### config.mk
export PLATFORM = sky130hd
export DESIGN_NAME = scf_spi_ctrl
export DESIGN_NICKNAME = d
export VERILOG_FILES = /design/src/inc/scf_pkg.sv /design/src/design/scf_spi_ctrl.sv
export VERILOG_INCLUDE_DIRS = /design/src /design/src/inc
export SDC_FILE = /design/constraint.sdc
export NUM_CORES = 1
export LEC_CHECK = 0
export BUFFER_PORTS_ARGS = -buffer_cell sky130_fd_sc_hd__buf_2
export CORE_MARGIN = 3
export CORE_UTILIZATION = 40
export DETAILED_ROUTE_END_ITERATION = 10
export GPL_ROUTABILITY_DRIVEN = 0
export MAX_ROUTING_LAYER = met4
export PLACE_DENSITY = 0.55
export SETUP_SLACK_MARGIN = 0.4
export SYNTH_ARGS = -nofsm -noshare
export SYNTH_HDL_FRONTEND = slang
export SYNTH_SLANG_ARGS = --single-unit
export TNS_END_PERCENT = 50
### constraint.sdc
create_clock -name i_clock -period 11.7 [get_ports i_clock]
set_input_delay 0 -clock i_clock [delete_from_list [all_inputs] [get_ports i_clock]]
set_output_delay 0 -clock i_clock [all_outputs]
set_load 0.05 [all_outputs]
### src/inc/scf_defs.svh
// register map, field positions and reset values of the serial clock and frame control
`ifndef SCF_DEFS_SVH
`define SCF_DEFS_SVH
`define SCF_OFF_CON1 12'h000
`define SCF_OFF_CON2 12'h004
`define SCF_OFF_ENA 12'h008
`define SCF_OFF_DATA 12'h00C
`define SCF_OFF_STAT 12'h010
`define SCF_CON1_RST 16'h0000
`define SCF_CON2_RST 16'h0000
`define SCF_C1_CLKDIS 12
`define SCF_C1_OUTDIS 11
`define SCF_C1_W16 10
`define SCF_C1_SPHASE 9
`define SCF_C1_CKE 8
`define SCF_C1_SSELEN 7
`define SCF_C1_CKP 6
`define SCF_C1_MST 5
`define SCF_C2_FRM 15
`define SCF_C2_FDIR 14
`define SCF_C2_FPOL 13
`define SCF_C2_FEDGE 1
`define SCF_C2_BUF 0
`define SCF_C1_MASK 16'h1FFF
`define SCF_C2_MASK 16'hE003
`define SCF_ST_OVF 4
`endif

### src/inc/scf_pkg.sv
// types and divider decode of the serial clock and frame control
`default_nettype none
package scf_pkg;
    typedef enum logic [1:0]
    {
        scf_idle = 2'b00,
        scf_frame = 2'b01,
        scf_shift = 2'b10
    } scf_state_t;

    // primary factor: 11->1, 10->4, 01->16, 00->64
    function automatic logic [9:0] scf_prim_div(input logic [1:0] code);
        scf_prim_div = 10'h001 << {code ^ 2'b11, 1'b0};
    endfunction : scf_prim_div

    // secondary factor: 111->1 down to 000->8
    function automatic logic [9:0] scf_sec_div(input logic [2:0] code);
        scf_sec_div = {6'h00, 4'h8 - {1'b0, code}};
    endfunction : scf_sec_div
endpackage : scf_pkg
`default_nettype wire

### src/design/scf_spi_ctrl.sv
// serial port clock generation, frame pulse and word engine behind an apb slave
`default_nettype none
`include "scf_defs.svh"

module scf_spi_ctrl #(
    parameter int FIFO_DEPTH = 4
) (
    input wire logic i_clock,
    input wire logic i_reset_n,
    input wire logic i_psel,
    input wire logic i_penable,
    input wire logic i_pwrite,
    input wire logic [11:0] i_paddr,
    input wire logic [31:0] i_pwdata,
    output logic [31:0] o_prdata,
    output logic o_pready,
    output logic o_pslverr,
    output logic o_serial_clock_pin,
    output logic o_serial_clock_pin_oe,
    output logic o_serial_out_pin,
    output logic o_serial_out_pin_oe,
    input wire logic i_serial_in_pin,
    input wire logic i_frame_pulse,
    output logic o_frame_pulse,
    output logic o_frame_pulse_oe
);
    localparam int AW = $clog2(FIFO_DEPTH);

    // pointers wrap by overflow, so only powers of two are served
    if (FIFO_DEPTH < 2 || (FIFO_DEPTH & (FIFO_DEPTH - 1)) != 0)
    begin : g_bad_depth
        $error("FIFO_DEPTH must be a power of two, at least 2");
    end

    logic [15:0] con1_q;
    logic [15:0] con2_q;
    logic ena_q;
    logic ovf_q;
    logic [15:0] txm_q [FIFO_DEPTH];
    logic [15:0] rxm_q [FIFO_DEPTH];
    logic [AW-1:0] txw_q, txr_q, rxw_q, rxr_q;
    logic [AW:0] txn_q, rxn_q;
    scf_pkg::scf_state_t st_q;
    logic [9:0] cnt_q;
    logic [4:0] bit_q;
    logic [15:0] sh_q;
    logic samp_q;

    // apb decode; every access completes in its first access cycle, with no wait state
    logic acc, wr, rd, hit;
    assign acc = i_psel & i_penable & o_pready;
    assign wr = acc & i_pwrite;
    assign rd = acc & ~i_pwrite;
    assign hit = i_paddr == `SCF_OFF_CON1 || i_paddr == `SCF_OFF_CON2
        || i_paddr == `SCF_OFF_ENA || i_paddr == `SCF_OFF_DATA
        || i_paddr == `SCF_OFF_STAT;

    // decoded control fields
    logic w16, sphase, cke, ckp, mst, frm, fdir, fpol, fedge, ben;
    assign w16 = con1_q[`SCF_C1_W16];
    assign sphase = con1_q[`SCF_C1_SPHASE];
    assign ckp = con1_q[`SCF_C1_CKP];
    assign mst = con1_q[`SCF_C1_MST];
    assign frm = con2_q[`SCF_C2_FRM];
    assign fdir = con2_q[`SCF_C2_FDIR];
    assign fpol = con2_q[`SCF_C2_FPOL];
    assign fedge = con2_q[`SCF_C2_FEDGE];
    assign ben = con2_q[`SCF_C2_BUF];
    assign cke = con1_q[`SCF_C1_CKE] & ~frm;

    // bit period; a product of 1 is not a usable rate, so it runs at 2
    logic [9:0] prod, div, half;
    assign prod = 10'(scf_pkg::scf_prim_div(con1_q[1:0])
        * scf_pkg::scf_sec_div(con1_q[4:2]));
    assign div = (prod < 10'h002) ? 10'h002 : prod;
    assign half = div >> 1;

    // buffer capacity follows the buffer enable
    logic [AW:0] cap;
    assign cap = ben ? (AW+1)'(FIFO_DEPTH) : (AW+1)'(1);

    logic push_tx, pop_rx, start, bit_end, last, push_rx, fin_ok;
    assign push_tx = wr && i_paddr == `SCF_OFF_DATA && txn_q < cap;
    assign pop_rx = rd && i_paddr == `SCF_OFF_DATA && rxn_q != '0;
    assign bit_end = cnt_q == div - 10'h001;
    assign last = bit_q == (w16 ? 5'h0F : 5'h07);
    assign push_rx = st_q == scf_pkg::scf_shift && bit_end && last;
    assign fin_ok = rxn_q < cap;

    // a sample on the bit's last cycle must reach the shift at once
    logic [9:0] samp_at;
    logic bit_in;
    assign samp_at = sphase ? div - 10'h001 : half;
    assign bit_in = (cnt_q == samp_at) ? i_serial_in_pin : samp_q;
    assign start = ena_q && mst && st_q == scf_pkg::scf_idle && txn_q != '0
        && !(frm && fdir && (i_frame_pulse != fpol));

    // apb handshake and read data
    always_ff @(posedge i_clock)
    begin
        if (!i_reset_n)
        begin
            o_pready <= 1'b0;
            o_pslverr <= 1'b0;
            o_prdata <= 32'h0000_0000;
        end
        else
        begin
            o_pready <= i_psel & ~i_penable;
            o_pslverr <= i_psel & ~i_penable & ~hit;
            o_prdata <= 32'h0000_0000;
            if (i_psel && !i_penable)
            begin
                unique case (i_paddr)
                    `SCF_OFF_CON1: o_prdata <= {16'h0000, con1_q};
                    `SCF_OFF_CON2: o_prdata <= {16'h0000, con2_q};
                    `SCF_OFF_ENA: o_prdata <= {31'h0000_0000, ena_q};
                    `SCF_OFF_DATA: o_prdata <= {16'h0000, rxm_q[rxr_q]};
                    `SCF_OFF_STAT: o_prdata <= {26'h000_0000, st_q != scf_pkg::scf_idle,
                        ovf_q, rxn_q == '0, txn_q == '0, rxn_q == cap, txn_q == cap};
                    default: o_prdata <= 32'h0000_0000;
                endcase
            end
        end
    end

    // control registers; reserved bits are held at zero
    always_ff @(posedge i_clock)
    begin
        if (!i_reset_n)
        begin
            con1_q <= `SCF_CON1_RST;
            con2_q <= `SCF_CON2_RST;
            ena_q <= 1'b0;
        end
        else if (wr)
        begin
            if (i_paddr == `SCF_OFF_CON1)
                con1_q <= i_pwdata[15:0] & `SCF_C1_MASK;
            if (i_paddr == `SCF_OFF_CON2)
                con2_q <= i_pwdata[15:0] & `SCF_C2_MASK;
            if (i_paddr == `SCF_OFF_ENA)
                ena_q <= i_pwdata[0];
        end
    end

    // overflow: a lost word sets it, write one clears; set wins
    always_ff @(posedge i_clock)
    begin
        if (!i_reset_n)
            ovf_q <= 1'b0;
        else if (push_rx && !fin_ok)
            ovf_q <= 1'b1;
        else if (wr && i_paddr == `SCF_OFF_STAT && i_pwdata[`SCF_ST_OVF])
            ovf_q <= 1'b0;
    end

    // transmit buffer; a write while full is dropped
    always_ff @(posedge i_clock)
    begin
        if (!i_reset_n)
        begin
            txw_q <= '0;
            txr_q <= '0;
            txn_q <= '0;
        end
        else
        begin
            if (push_tx)
            begin
                txm_q[txw_q] <= i_pwdata[15:0];
                txw_q <= txw_q + 1'b1;
            end
            if (start)
                txr_q <= txr_q + 1'b1;
            txn_q <= txn_q + (AW+1)'(push_tx) - (AW+1)'(start);
        end
    end

    // receive buffer; a word arriving while full is lost
    always_ff @(posedge i_clock)
    begin
        if (!i_reset_n)
        begin
            rxw_q <= '0;
            rxr_q <= '0;
            rxn_q <= '0;
        end
        else
        begin
            if (push_rx && fin_ok)
            begin
                rxm_q[rxw_q] <= w16 ? {sh_q[14:0], bit_in} : {8'h00, sh_q[6:0], bit_in};
                rxw_q <= rxw_q + 1'b1;
            end
            if (pop_rx)
                rxr_q <= rxr_q + 1'b1;
            rxn_q <= rxn_q + (AW+1)'(push_rx && fin_ok) - (AW+1)'(pop_rx);
        end
    end

    // word engine: optional lead-in frame slot, then one bit per period
    always_ff @(posedge i_clock)
    begin
        if (!i_reset_n)
        begin
            st_q <= scf_pkg::scf_idle;
            cnt_q <= 10'h000;
            bit_q <= 5'h00;
            sh_q <= 16'h0000;
            samp_q <= 1'b0;
        end
        else
        begin
            cnt_q <= (st_q == scf_pkg::scf_idle || bit_end) ? 10'h000 : cnt_q + 10'h001;
            unique case (st_q)
                scf_pkg::scf_idle:
                begin
                    bit_q <= 5'h00;
                    if (start)
                    begin
                        sh_q <= txm_q[txr_q];
                        st_q <= (frm && !fdir && !fedge) ? scf_pkg::scf_frame
                            : scf_pkg::scf_shift;
                    end
                end
                scf_pkg::scf_frame:
                    if (bit_end)
                        st_q <= scf_pkg::scf_shift;
                scf_pkg::scf_shift:
                begin
                    if (cnt_q == samp_at)
                        samp_q <= i_serial_in_pin;
                    if (bit_end)
                    begin
                        sh_q <= {sh_q[14:0], bit_in};
                        bit_q <= bit_q + 5'h01;
                        if (last)
                            st_q <= scf_pkg::scf_idle;
                    end
                end
                default: st_q <= scf_pkg::scf_idle;
            endcase
        end
    end

    // active half of the clock and the frame pulse window
    logic act, fp_act;
    assign act = cke ? (cnt_q >= half) : (cnt_q < half);
    assign fp_act = (st_q == scf_pkg::scf_frame)
        || (st_q == scf_pkg::scf_shift && bit_q == 5'h00 && fedge);

    // pin drivers, registered; clock and data out enables follow the pin disables
    always_ff @(posedge i_clock)
    begin
        if (!i_reset_n)
        begin
            o_serial_clock_pin <= 1'b0;
            o_serial_clock_pin_oe <= 1'b0;
            o_serial_out_pin <= 1'b0;
            o_serial_out_pin_oe <= 1'b0;
            o_frame_pulse <= 1'b1; // inactive for the default low polarity
            o_frame_pulse_oe <= 1'b0;
        end
        else
        begin
            o_serial_clock_pin <= ckp ^ (st_q == scf_pkg::scf_shift && act);
            o_serial_clock_pin_oe <= ena_q & mst & ~con1_q[`SCF_C1_CLKDIS];
            o_serial_out_pin <= w16 ? sh_q[15] : sh_q[7];
            o_serial_out_pin_oe <= ena_q & ~con1_q[`SCF_C1_OUTDIS];
            o_frame_pulse <= ~fpol ^ (frm && !fdir && fp_act);
            o_frame_pulse_oe <= ena_q & frm & ~fdir;
        end
    end

    // checks
    a_div_product : assert property (@(posedge i_clock) disable iff (!i_reset_n)
        con1_q[4:0] == 5'h1A |-> div == 10'h008)
        else $error("primary 4 by secondary 2 must give 8");
    a_prim_slow : assert property (@(posedge i_clock) disable iff (!i_reset_n)
        con1_q[4:0] == 5'h00 |-> div == 10'h200)
        else $error("slowest setting must divide by 512");
    a_bit_period : assert property (@(posedge i_clock) disable iff (!i_reset_n)
        st_q != scf_pkg::scf_idle && $stable(con1_q)
        |-> cnt_q < div)
        else $error("bit counter ran past its period");
    a_cke_framed : assert property (@(posedge i_clock) disable iff (!i_reset_n)
        frm && st_q == scf_pkg::scf_shift && cnt_q < half
        |=> o_serial_clock_pin != $past(ckp))
        else $error("edge select used in framed mode");
    a_frame_lead : assert property (@(posedge i_clock) disable iff (!i_reset_n)
        start && frm && !fdir && !fedge |=> st_q == scf_pkg::scf_frame)
        else $error("frame pulse did not precede first bit");
    a_buf_legacy : assert property (@(posedge i_clock) disable iff (!i_reset_n)
        !ben && $stable(ben) |-> txn_q <= (AW+1)'(1) || $past(ben))
        else $error("legacy mode held more than one word");
    a_word_len : assert property (@(posedge i_clock) disable iff (!i_reset_n)
        st_q == scf_pkg::scf_shift |-> bit_q <= (w16 ? 5'h0F : 5'h07))
        else $error("bit count beyond word");
    a_frame_dir : assert property (@(posedge i_clock) disable iff (!i_reset_n)
        frm && fdir |=> !o_frame_pulse_oe)
        else $error("frame slave drove the frame pulse");
    c_framed : cover property (@(posedge i_clock) disable iff (!i_reset_n)
        st_q == scf_pkg::scf_frame ##1 st_q == scf_pkg::scf_shift);
    c_word16 : cover property (@(posedge i_clock) disable iff (!i_reset_n)
        push_rx && w16);
    c_overflow : cover property (@(posedge i_clock) disable iff (!i_reset_n)
        push_rx && !fin_ok);
endmodule : scf_spi_ctrl
`default_nettype wire

After elaboration in Yosys (flattened, before gate mapping):

Memory sizes are Yosys's and may differ from the RTL's. A register that Yosys moved wholly into a read port is not among the register bits.
Cells that the tools add are included.

* logic and storage cells: 169
* output and inout bits: 40
* register bits: 108
* RAM bits: 128
* input port bits: 51
* memories kept: 2

Memories
* rxm_q: depth 4, bits a word 16, read ports 1, clocked after Yosys merged registers in 1, write ports 1, RTL line scf_spi_ctrl.sv:40 `logic [15:0] rxm_q [FIFO_DEPTH];`
* txm_q: depth 4, bits a word 16, read ports 1, clocked after Yosys merged registers in 1, write ports 1, RTL line scf_spi_ctrl.sv:39 `logic [15:0] txm_q [FIFO_DEPTH];`

* reduce and logical (&&, ||, !) cells: 52
* bitwise gates (word level): 24
* $mul: 1
* eq/ne operators: 16
* $add $sub $neg: 12
* mux-type cells: 32
* $lt $le $gt $ge: 5
* shifts and indexed selects: 1

Operator list (number)
* $pmux 16 s5: 1
* $mux 16: 3
* $pmux 16 s2: 1
* $eq 12x4->1 const B: 2
* $logic_and 1x1->1: 23
* $eq 10x10->1: 2
* $mux 10: 2
* $mux 2: 9
* $and 1x1->1: 12
* $eq 12x3->1 const B: 1
* $eq 12x5->1 const B: 1
* $logic_not 12->1: 1
* $mux 1: 11
* $add 10x1->10 const B: 1
* $ge 10x9->1: 1
* $lt 10x2->1 const B: 1
* $lt 10x9->1: 1
* $mul 10x4->10: 1
* $pmux 5 s2: 1
* $reduce_and 2->1: 5
* $shl 1x3->10 const A: 1
* $sub 10x1->10 const B: 1
* $not 1->1: 9
* $add 2x1->2 const B: 4
* other kinds (27): 48

Longest topological paths before layout:

* depth in word-level cells: 13
* depth in mapped cells: 29

Least setup slack after synthesis:

OpenSTA, ideal clock, no wires.

* kind: register to register
* start: register con1_q[1]
* end: register rxn_q[2]
* required time: 11572 ps
* setup slack: 5963 ps
* stages on the path, launching flop included: 29
* arrival time: 5610 ps
* period minus slack after synthesis: 5737 ps
* library setup time: 128 ps
* buffers on the path: 1
* cells stage by stage: dfxtp_1 > clkbuf_1 > nor2b_1 > and2_1 > ha_1 > inv_1 > fa_1 > inv_1 > ha_1 > a21o_1 > a21oi_1 > xnor3_1 > o21ai_0 > a311oi_1 > inv_1 > ha_1 > nand3_1 > xor2_1 > xnor2_1 > and3_1 > nand4_1 > nor4_4 > nand4_2 > ha_1 > inv_1 > ha_1 > fa_1 > xnor2_1 > nor2_1

* word-level cells in the longest chain between the ends: 12

Ends and longest elaborated chain
* start, declared: RTL line scf_spi_ctrl.sv:35 `logic [15:0] con1_q;`
* start signal, assigned: RTL line scf_spi_ctrl.sv:132 `` con1_q <= `SCF_CON1_RST; ``
* start signal, assigned: RTL line scf_spi_ctrl.sv:139 `` con1_q <= i_pwdata[15:0] & `SCF_C1_MASK; ``
* $not 2->2 (no line) *
* $shl 1x3->10 *: RTL line scf_pkg.sv:13 `scf_prim_div = 10'h001 << {code ^ 2'b11, 1'b0};`
* $mul 10x4->10 *: RTL line scf_spi_ctrl.sv:74 `* scf_pkg::scf_sec_div(con1_q[4:2]));`
* $lt 10x2->1: RTL line scf_spi_ctrl.sv:75 `assign div = (prod < 10'h002) ? 10'h002 : prod;`
* $mux 10 *: RTL line scf_spi_ctrl.sv:75
* $sub 10x1->10 *: RTL line scf_spi_ctrl.sv:85 `assign bit_end = cnt_q == div - 10'h001;`
* $eq 10x10->1 *: RTL line scf_spi_ctrl.sv:85
* $logic_and 1x1->1 * (2 in a row): RTL line scf_spi_ctrl.sv:87 `assign push_rx = st_q == scf_pkg::scf_shift && bit_end && last;`
* $logic_and 1x1->1 *: RTL line scf_spi_ctrl.sv:198 `rxn_q <= rxn_q + (AW+1)'(push_rx && fin_ok) - (AW+1)'(pop_rx);`
* $add 3x1->3 *: RTL line scf_spi_ctrl.sv:198
* $sub 3x1->3 *: RTL line scf_spi_ctrl.sv:198
* end signal, assigned: RTL line scf_spi_ctrl.sv:198
* end, declared: RTL line scf_spi_ctrl.sv:42 `logic [AW:0] txn_q, rxn_q;`

Mark *: on every way between the ends. The rest lies on a longest branch, timed or not.
A chain may end at the register's enable or synchronous reset.

Worst setup path after layout:

* start: register con1_q[2]
* end: memory rxm_q[3][1] (enable)

* word-level cells in the longest chain between the ends: 12

Ends and longest elaborated chain
* $sub 4x3->4 *: RTL line scf_pkg.sv:18 `scf_sec_div = {6'h00, 4'h8 - {1'b0, code}};`
* $mul 10x4->10 *: RTL line scf_spi_ctrl.sv:74
* $lt 10x2->1: RTL line scf_spi_ctrl.sv:75
* $mux 10 *: RTL line scf_spi_ctrl.sv:75
* $sub 10x1->10 *: RTL line scf_spi_ctrl.sv:85
* $eq 10x10->1 *: RTL line scf_spi_ctrl.sv:85
* $logic_and 1x1->1 * (2 in a row): RTL line scf_spi_ctrl.sv:87
* $logic_and 1x1->1 *: RTL line scf_spi_ctrl.sv:191 `if (push_rx && fin_ok)`
* $mux 1 *: RTL line scf_spi_ctrl.sv:191
* $mux 1 *: RTL line scf_spi_ctrl.sv:183 `if (!i_reset_n)`
* $mux 1 *: RTL line scf_spi_ctrl.sv:193 `rxm_q[rxw_q] <= w16 ? {sh_q[14:0], bit_in} : {8'h00, sh_q[6:0], bit_in};`
* end, declared: RTL line scf_spi_ctrl.sv:40

Marks and branches as above.

==> results.py <==
metrics = {
    "yosys": {
        "largest_family_of_logic_cells_by_synthesized_area": "simple AND/OR/NAND/NOR gates",
        "synth_common_cells": "sky130_fd_sc_hd__edfxtp_1 (128), sky130_fd_sc_hd__dfxtp_1 (96), sky130_fd_sc_hd__nor2_1 (88)",
        "synth-edff-count": 128,
        "netlist_area_mm2": 0.0105,
        "synth.area.mux_share_pct": 8.53,
        "yosys.cell_count.top_type": "sky130_fd_sc_hd__edfxtp_1",
        "synth-xor-area-share_pct": 4.41,
        "synth.top_cells.by_area": "sky130_fd_sc_hd__edfxtp_1 (37%), sky130_fd_sc_hd__dfxtp_1 (18%), sky130_fd_sc_hd__mux4_2 (6.9%)",
        "synth.ff_latch_count": 224,
        "post_synth_num_cell_types": 70,
        "post-synth-top-area-cell": "sky130_fd_sc_hd__edfxtp_1",
        "async_flop_share_pct": 0,
        "synthSimpleGateAreaFrac_pct": 14.3,
        "seq_area_frac_synth_pct": 55.0,
        "netlist_instances": 871,
        "synth_top_area_share_pct": 36.7,
        "synth-compound-area-share_pct": 7.93,
        "synthesis.area_per_instance_um2": 12.0,
        "synthesis.yosys.warnings": 0,
        "post_synth_top_flop": "sky130_fd_sc_hd__edfxtp_1",
        "post_synth_fa_ha_maj_area_fraction_pct": 5.42,
    },
    "clock_network": {
        "ctsRootBufferMaster": "sky130_fd_sc_hd__clkbuf_16",
        "number_of_clock_buffers_inserted_by_tritoncts": 25,
        "h-tree-depth": 1,
        "clkTransAtPathRegs_ns": 0.06,
        "postCtsSetupRepairBufs": 0,
        "cts_sinks": 224,
        "clock_path_buffers": 3,
        "tritoncts": "yes",
        "ctsResizeCount": 0,
        "worst_skew_pair.late_latency_ns": 0.52,
    },
    "finish": {
        "final.fill_count": 2308,
        "final-instance-count-excl-fill": 1296,
        "layout-drive-gt1-share_pct": 16.7,
        "number_of_nets_in_the_layout": 1041,
        "final_design_area_no_fill_mm2": 0.0120,
        "num_antenna_cells": 0,
        "area_delta_synth_final_pct": 14.9,
    },
    "sta": {
        "timing.final.hold_violations": 0,
        "final-max-slew-violation-count": 0,
        "tightestPinTransition_ns": 0.872,
        "achievable-frequency_mhz": 139,
        "relSlewSlack_pct": 41.1,
        "finalSetupViolations": 0,
        "finalWorstPathRequiredPeriod_ns": 7.17,
        "timing.clock.skew_ns": 0.0175,
        "grt_setup_unrepaired": "no",
        "tns_ns": 0,
        "min_period_over_period_pct": 61.3,
    },
    "hold_path": {
        "hold_path.class": "primary input to flip-flop",
    },
    "pwr": {
        "irDropWorstVdd_uv": 100,
        "power_density_mw_per_mm2": 134,
        "static-leakage-power_uw": 0.00454,
    },
    "worst_setup_path": {
        "worst-endpoint-arrival_ns": 7.32,
        "required_ns": 11.84,
        "endpoint_kind": "flip-flop",
        "critPathLaunchType": "flip-flop",
        "worstPathMaxFanout": 16,
        "path_class": "flip-flop to flip-flop",
    },
    "place": {
        "place.detailed.instances": 1226,
        "dpl_cell_area_mm2": 0.0110,
        "detailed_place_hpwl_um": 16600,
        "port_buffers": 58,
    },
    "detailed_routing": {
        "drc": 0,
        "length_of_the_first_detailed_routing_pass_in_iterations": 5,
        "routed_wirelength_um": 23300,
        "drtIter0Drc": 479,
        "routed-via-count": 6685,
        "ant_nets": 0,
        "detail_route.vias_per_cell": 5.16,
        "post_drt_wl_per_cell_um": 18.0,
    },
    "grt": {
        "grt_first_pass_wirelength_um": 36800,
        "pin_count_of_the_biggest_net_entering_global_routing": 58,
        "grt-ovfl-total": 0,
        "grtUsageTotal_pct": 17.0,
        "first_global_vias": 6512,
        "antenna_found_initial": 0,
    },
    "floorplanning": {
        "placement_rows": 58,
        "die_height_um": 168,
        "floorplan.die.width_um": 168,
        "io_pins": 91,
        "floorplan.initialDensity_pct": 41.1,
        "design.die.area_mm2": 0.0282,
        "coreArea_mm2": 0.0255,
    },
    "outcome": {
        "run_status": "finished, final reports clean",
    },
    "flow_run": {
        "timing.max_cap.violations": 0,
    },
}
## cells in the final DEF, fill, tap and decap left out, types with 10 or more instances in the layout
master,synthesis,layout
sky130_fd_sc_hd__mux2i_1,15,15
sky130_fd_sc_hd__edfxtp_1,128,128
sky130_fd_sc_hd__nand2_1,83,83
sky130_fd_sc_hd__xor2_1,22,22
sky130_fd_sc_hd__nand3_1,24,24
sky130_fd_sc_hd__ha_1,39,39
sky130_fd_sc_hd__a22oi_1,13,13
sky130_fd_sc_hd__and2_1,28,28
sky130_fd_sc_hd__dlygate4sd3_1,0,24
sky130_fd_sc_hd__a21oi_1,26,26
sky130_fd_sc_hd__xnor2_1,23,23
sky130_fd_sc_hd__conb_1,1,16
sky130_fd_sc_hd__a311oi_2,13,13
sky130_fd_sc_hd__mux4_2,32,32
sky130_fd_sc_hd__clkbuf_16,0,25
sky130_fd_sc_hd__inv_1,41,40
sky130_fd_sc_hd__o21ai_0,10,10
sky130_fd_sc_hd__dfxtp_1,96,96
sky130_fd_sc_hd__nor3_1,13,13
sky130_fd_sc_hd__buf_2,1,58
sky130_fd_sc_hd__nor2b_1,10,10
sky130_fd_sc_hd__nor2_1,88,88
## metrics by stage
step                total power (µW)  utilization (%)  setup slack [ns]  hold slack (ns)
detailed placement               875             43.2              4.49            0.229
global placement                 875             43.2              4.56            0.223
finish                          1620             47.3              4.53           0.0317
CTS                             1630             47.3              4.46           0.0277
global route                    1670             47.3              3.92           0.0654
floorplan                        866                -              5.96           0.0948
## kinds of logic after synthesis
group | count (synthesis)
AND/OR/NAND/NOR | 303
buffers and inverters | 98
multiplexers | 49
flip-flops | 224
AO/OA/AOI/OAI | 105
other | 1
adder cells (fa/ha/maj) | 43
XOR/XNOR | 48
## layout make-up
class	count	area (µm²)	share of cell area, %
clock inverters	12	128	1.06
inverters	41	154	1.28
flip-flops and latches	224	5770	47.9
clock buffers	34	659	5.48
well taps	330	413	3.43
repair buffers	91	598	4.97
multi-input cells	564	4320	35.9
## worst max-delay path, stage by stage, from the launching register on
cell and delay (ns):
sky130_fd_sc_hd__dfxtp_1 0.48, sky130_fd_sc_hd__inv_1 0.13, sky130_fd_sc_hd__ha_1 0.35, sky130_fd_sc_hd__and2_1 0.15, sky130_fd_sc_hd__ha_1 0.16, sky130_fd_sc_hd__inv_1 0.05
sky130_fd_sc_hd__fa_1 0.53, sky130_fd_sc_hd__inv_1 0.05, sky130_fd_sc_hd__ha_1 0.26, sky130_fd_sc_hd__a21o_1 0.21, sky130_fd_sc_hd__a221oi_2 0.60, sky130_fd_sc_hd__nand2_1 0.27
sky130_fd_sc_hd__nor2_1 0.20, sky130_fd_sc_hd__a311oi_1 0.20, sky130_fd_sc_hd__inv_1 0.11, sky130_fd_sc_hd__ha_1 0.22, sky130_fd_sc_hd__nand3_1 0.17, sky130_fd_sc_hd__xor2_1 0.24
sky130_fd_sc_hd__xnor2_1 0.13, sky130_fd_sc_hd__and3_1 0.17, sky130_fd_sc_hd__nand4_1 0.15, sky130_fd_sc_hd__nor4_4 0.67, sky130_fd_sc_hd__nand4_2 0.31, sky130_fd_sc_hd__nor2_1 0.24
sky130_fd_sc_hd__and2_1 0.72
## power by group
group          switching (µW)  leakage [µW]  total [µW]  internal [µW]
registers               0.145       0.00202         828            828
logic                    25.9       0.00215        36.4           10.4
clock network             309      0.000380         751            442
total                     335       0.00454        1620           1280
## sequential cells by signal, summed over array words and instances, names as in the netlist, 2 cells and up, named ones only
| name | cells |
|---|---|
| txw_q | 2 |
| o_prdata | 16 |
| rxn_q | 3 |
| rxr_q | 2 |
| con1_q | 13 |
| st_q | 2 |
| txm_q | 64 |
| txn_q | 3 |
| rxm_q | 64 |
| sh_q | 16 |
| txr_q | 2 |
| bit_q | 5 |
| con2_q | 5 |
| rxw_q | 2 |
| cnt_q | 10 |
## path summary, 6_finish.rpt
| path | slack, ns | end | start | depth (start not counted) |
|---|---|---|---|---|
| hold reg to reg | 0.46 | con1_q[7] | con1_q[7] | 2 |
| hold / removal | 0.03 | o_prdata[0] | i_paddr[4] | 4 |
| setup reg to reg | 4.53 | rxm_q[3][1] | con1_q[2] | 24 |
| setup / recovery | 4.53 | rxm_q[3][1] | con1_q[2] | 24 |
## repair_timing
action                                  4_1_cts  5_1_grt
hold buffers                                 24        0
endpoints found under the setup margin        0        0
hold endpoints to repair                    103        0
## per-layer routing
metal / GRT usage (%) / vias to the layer above / wire length (µm)
met2: 27.5 / 103 / 11200
met3: 1.85 / 30 / 682
met5: - / - / 0
li1: - / 3291 / -
met1: 23.5 / 3261 / 11000
met4: 3.45 / 0 / 363
(Power assumes the default switching activity.)
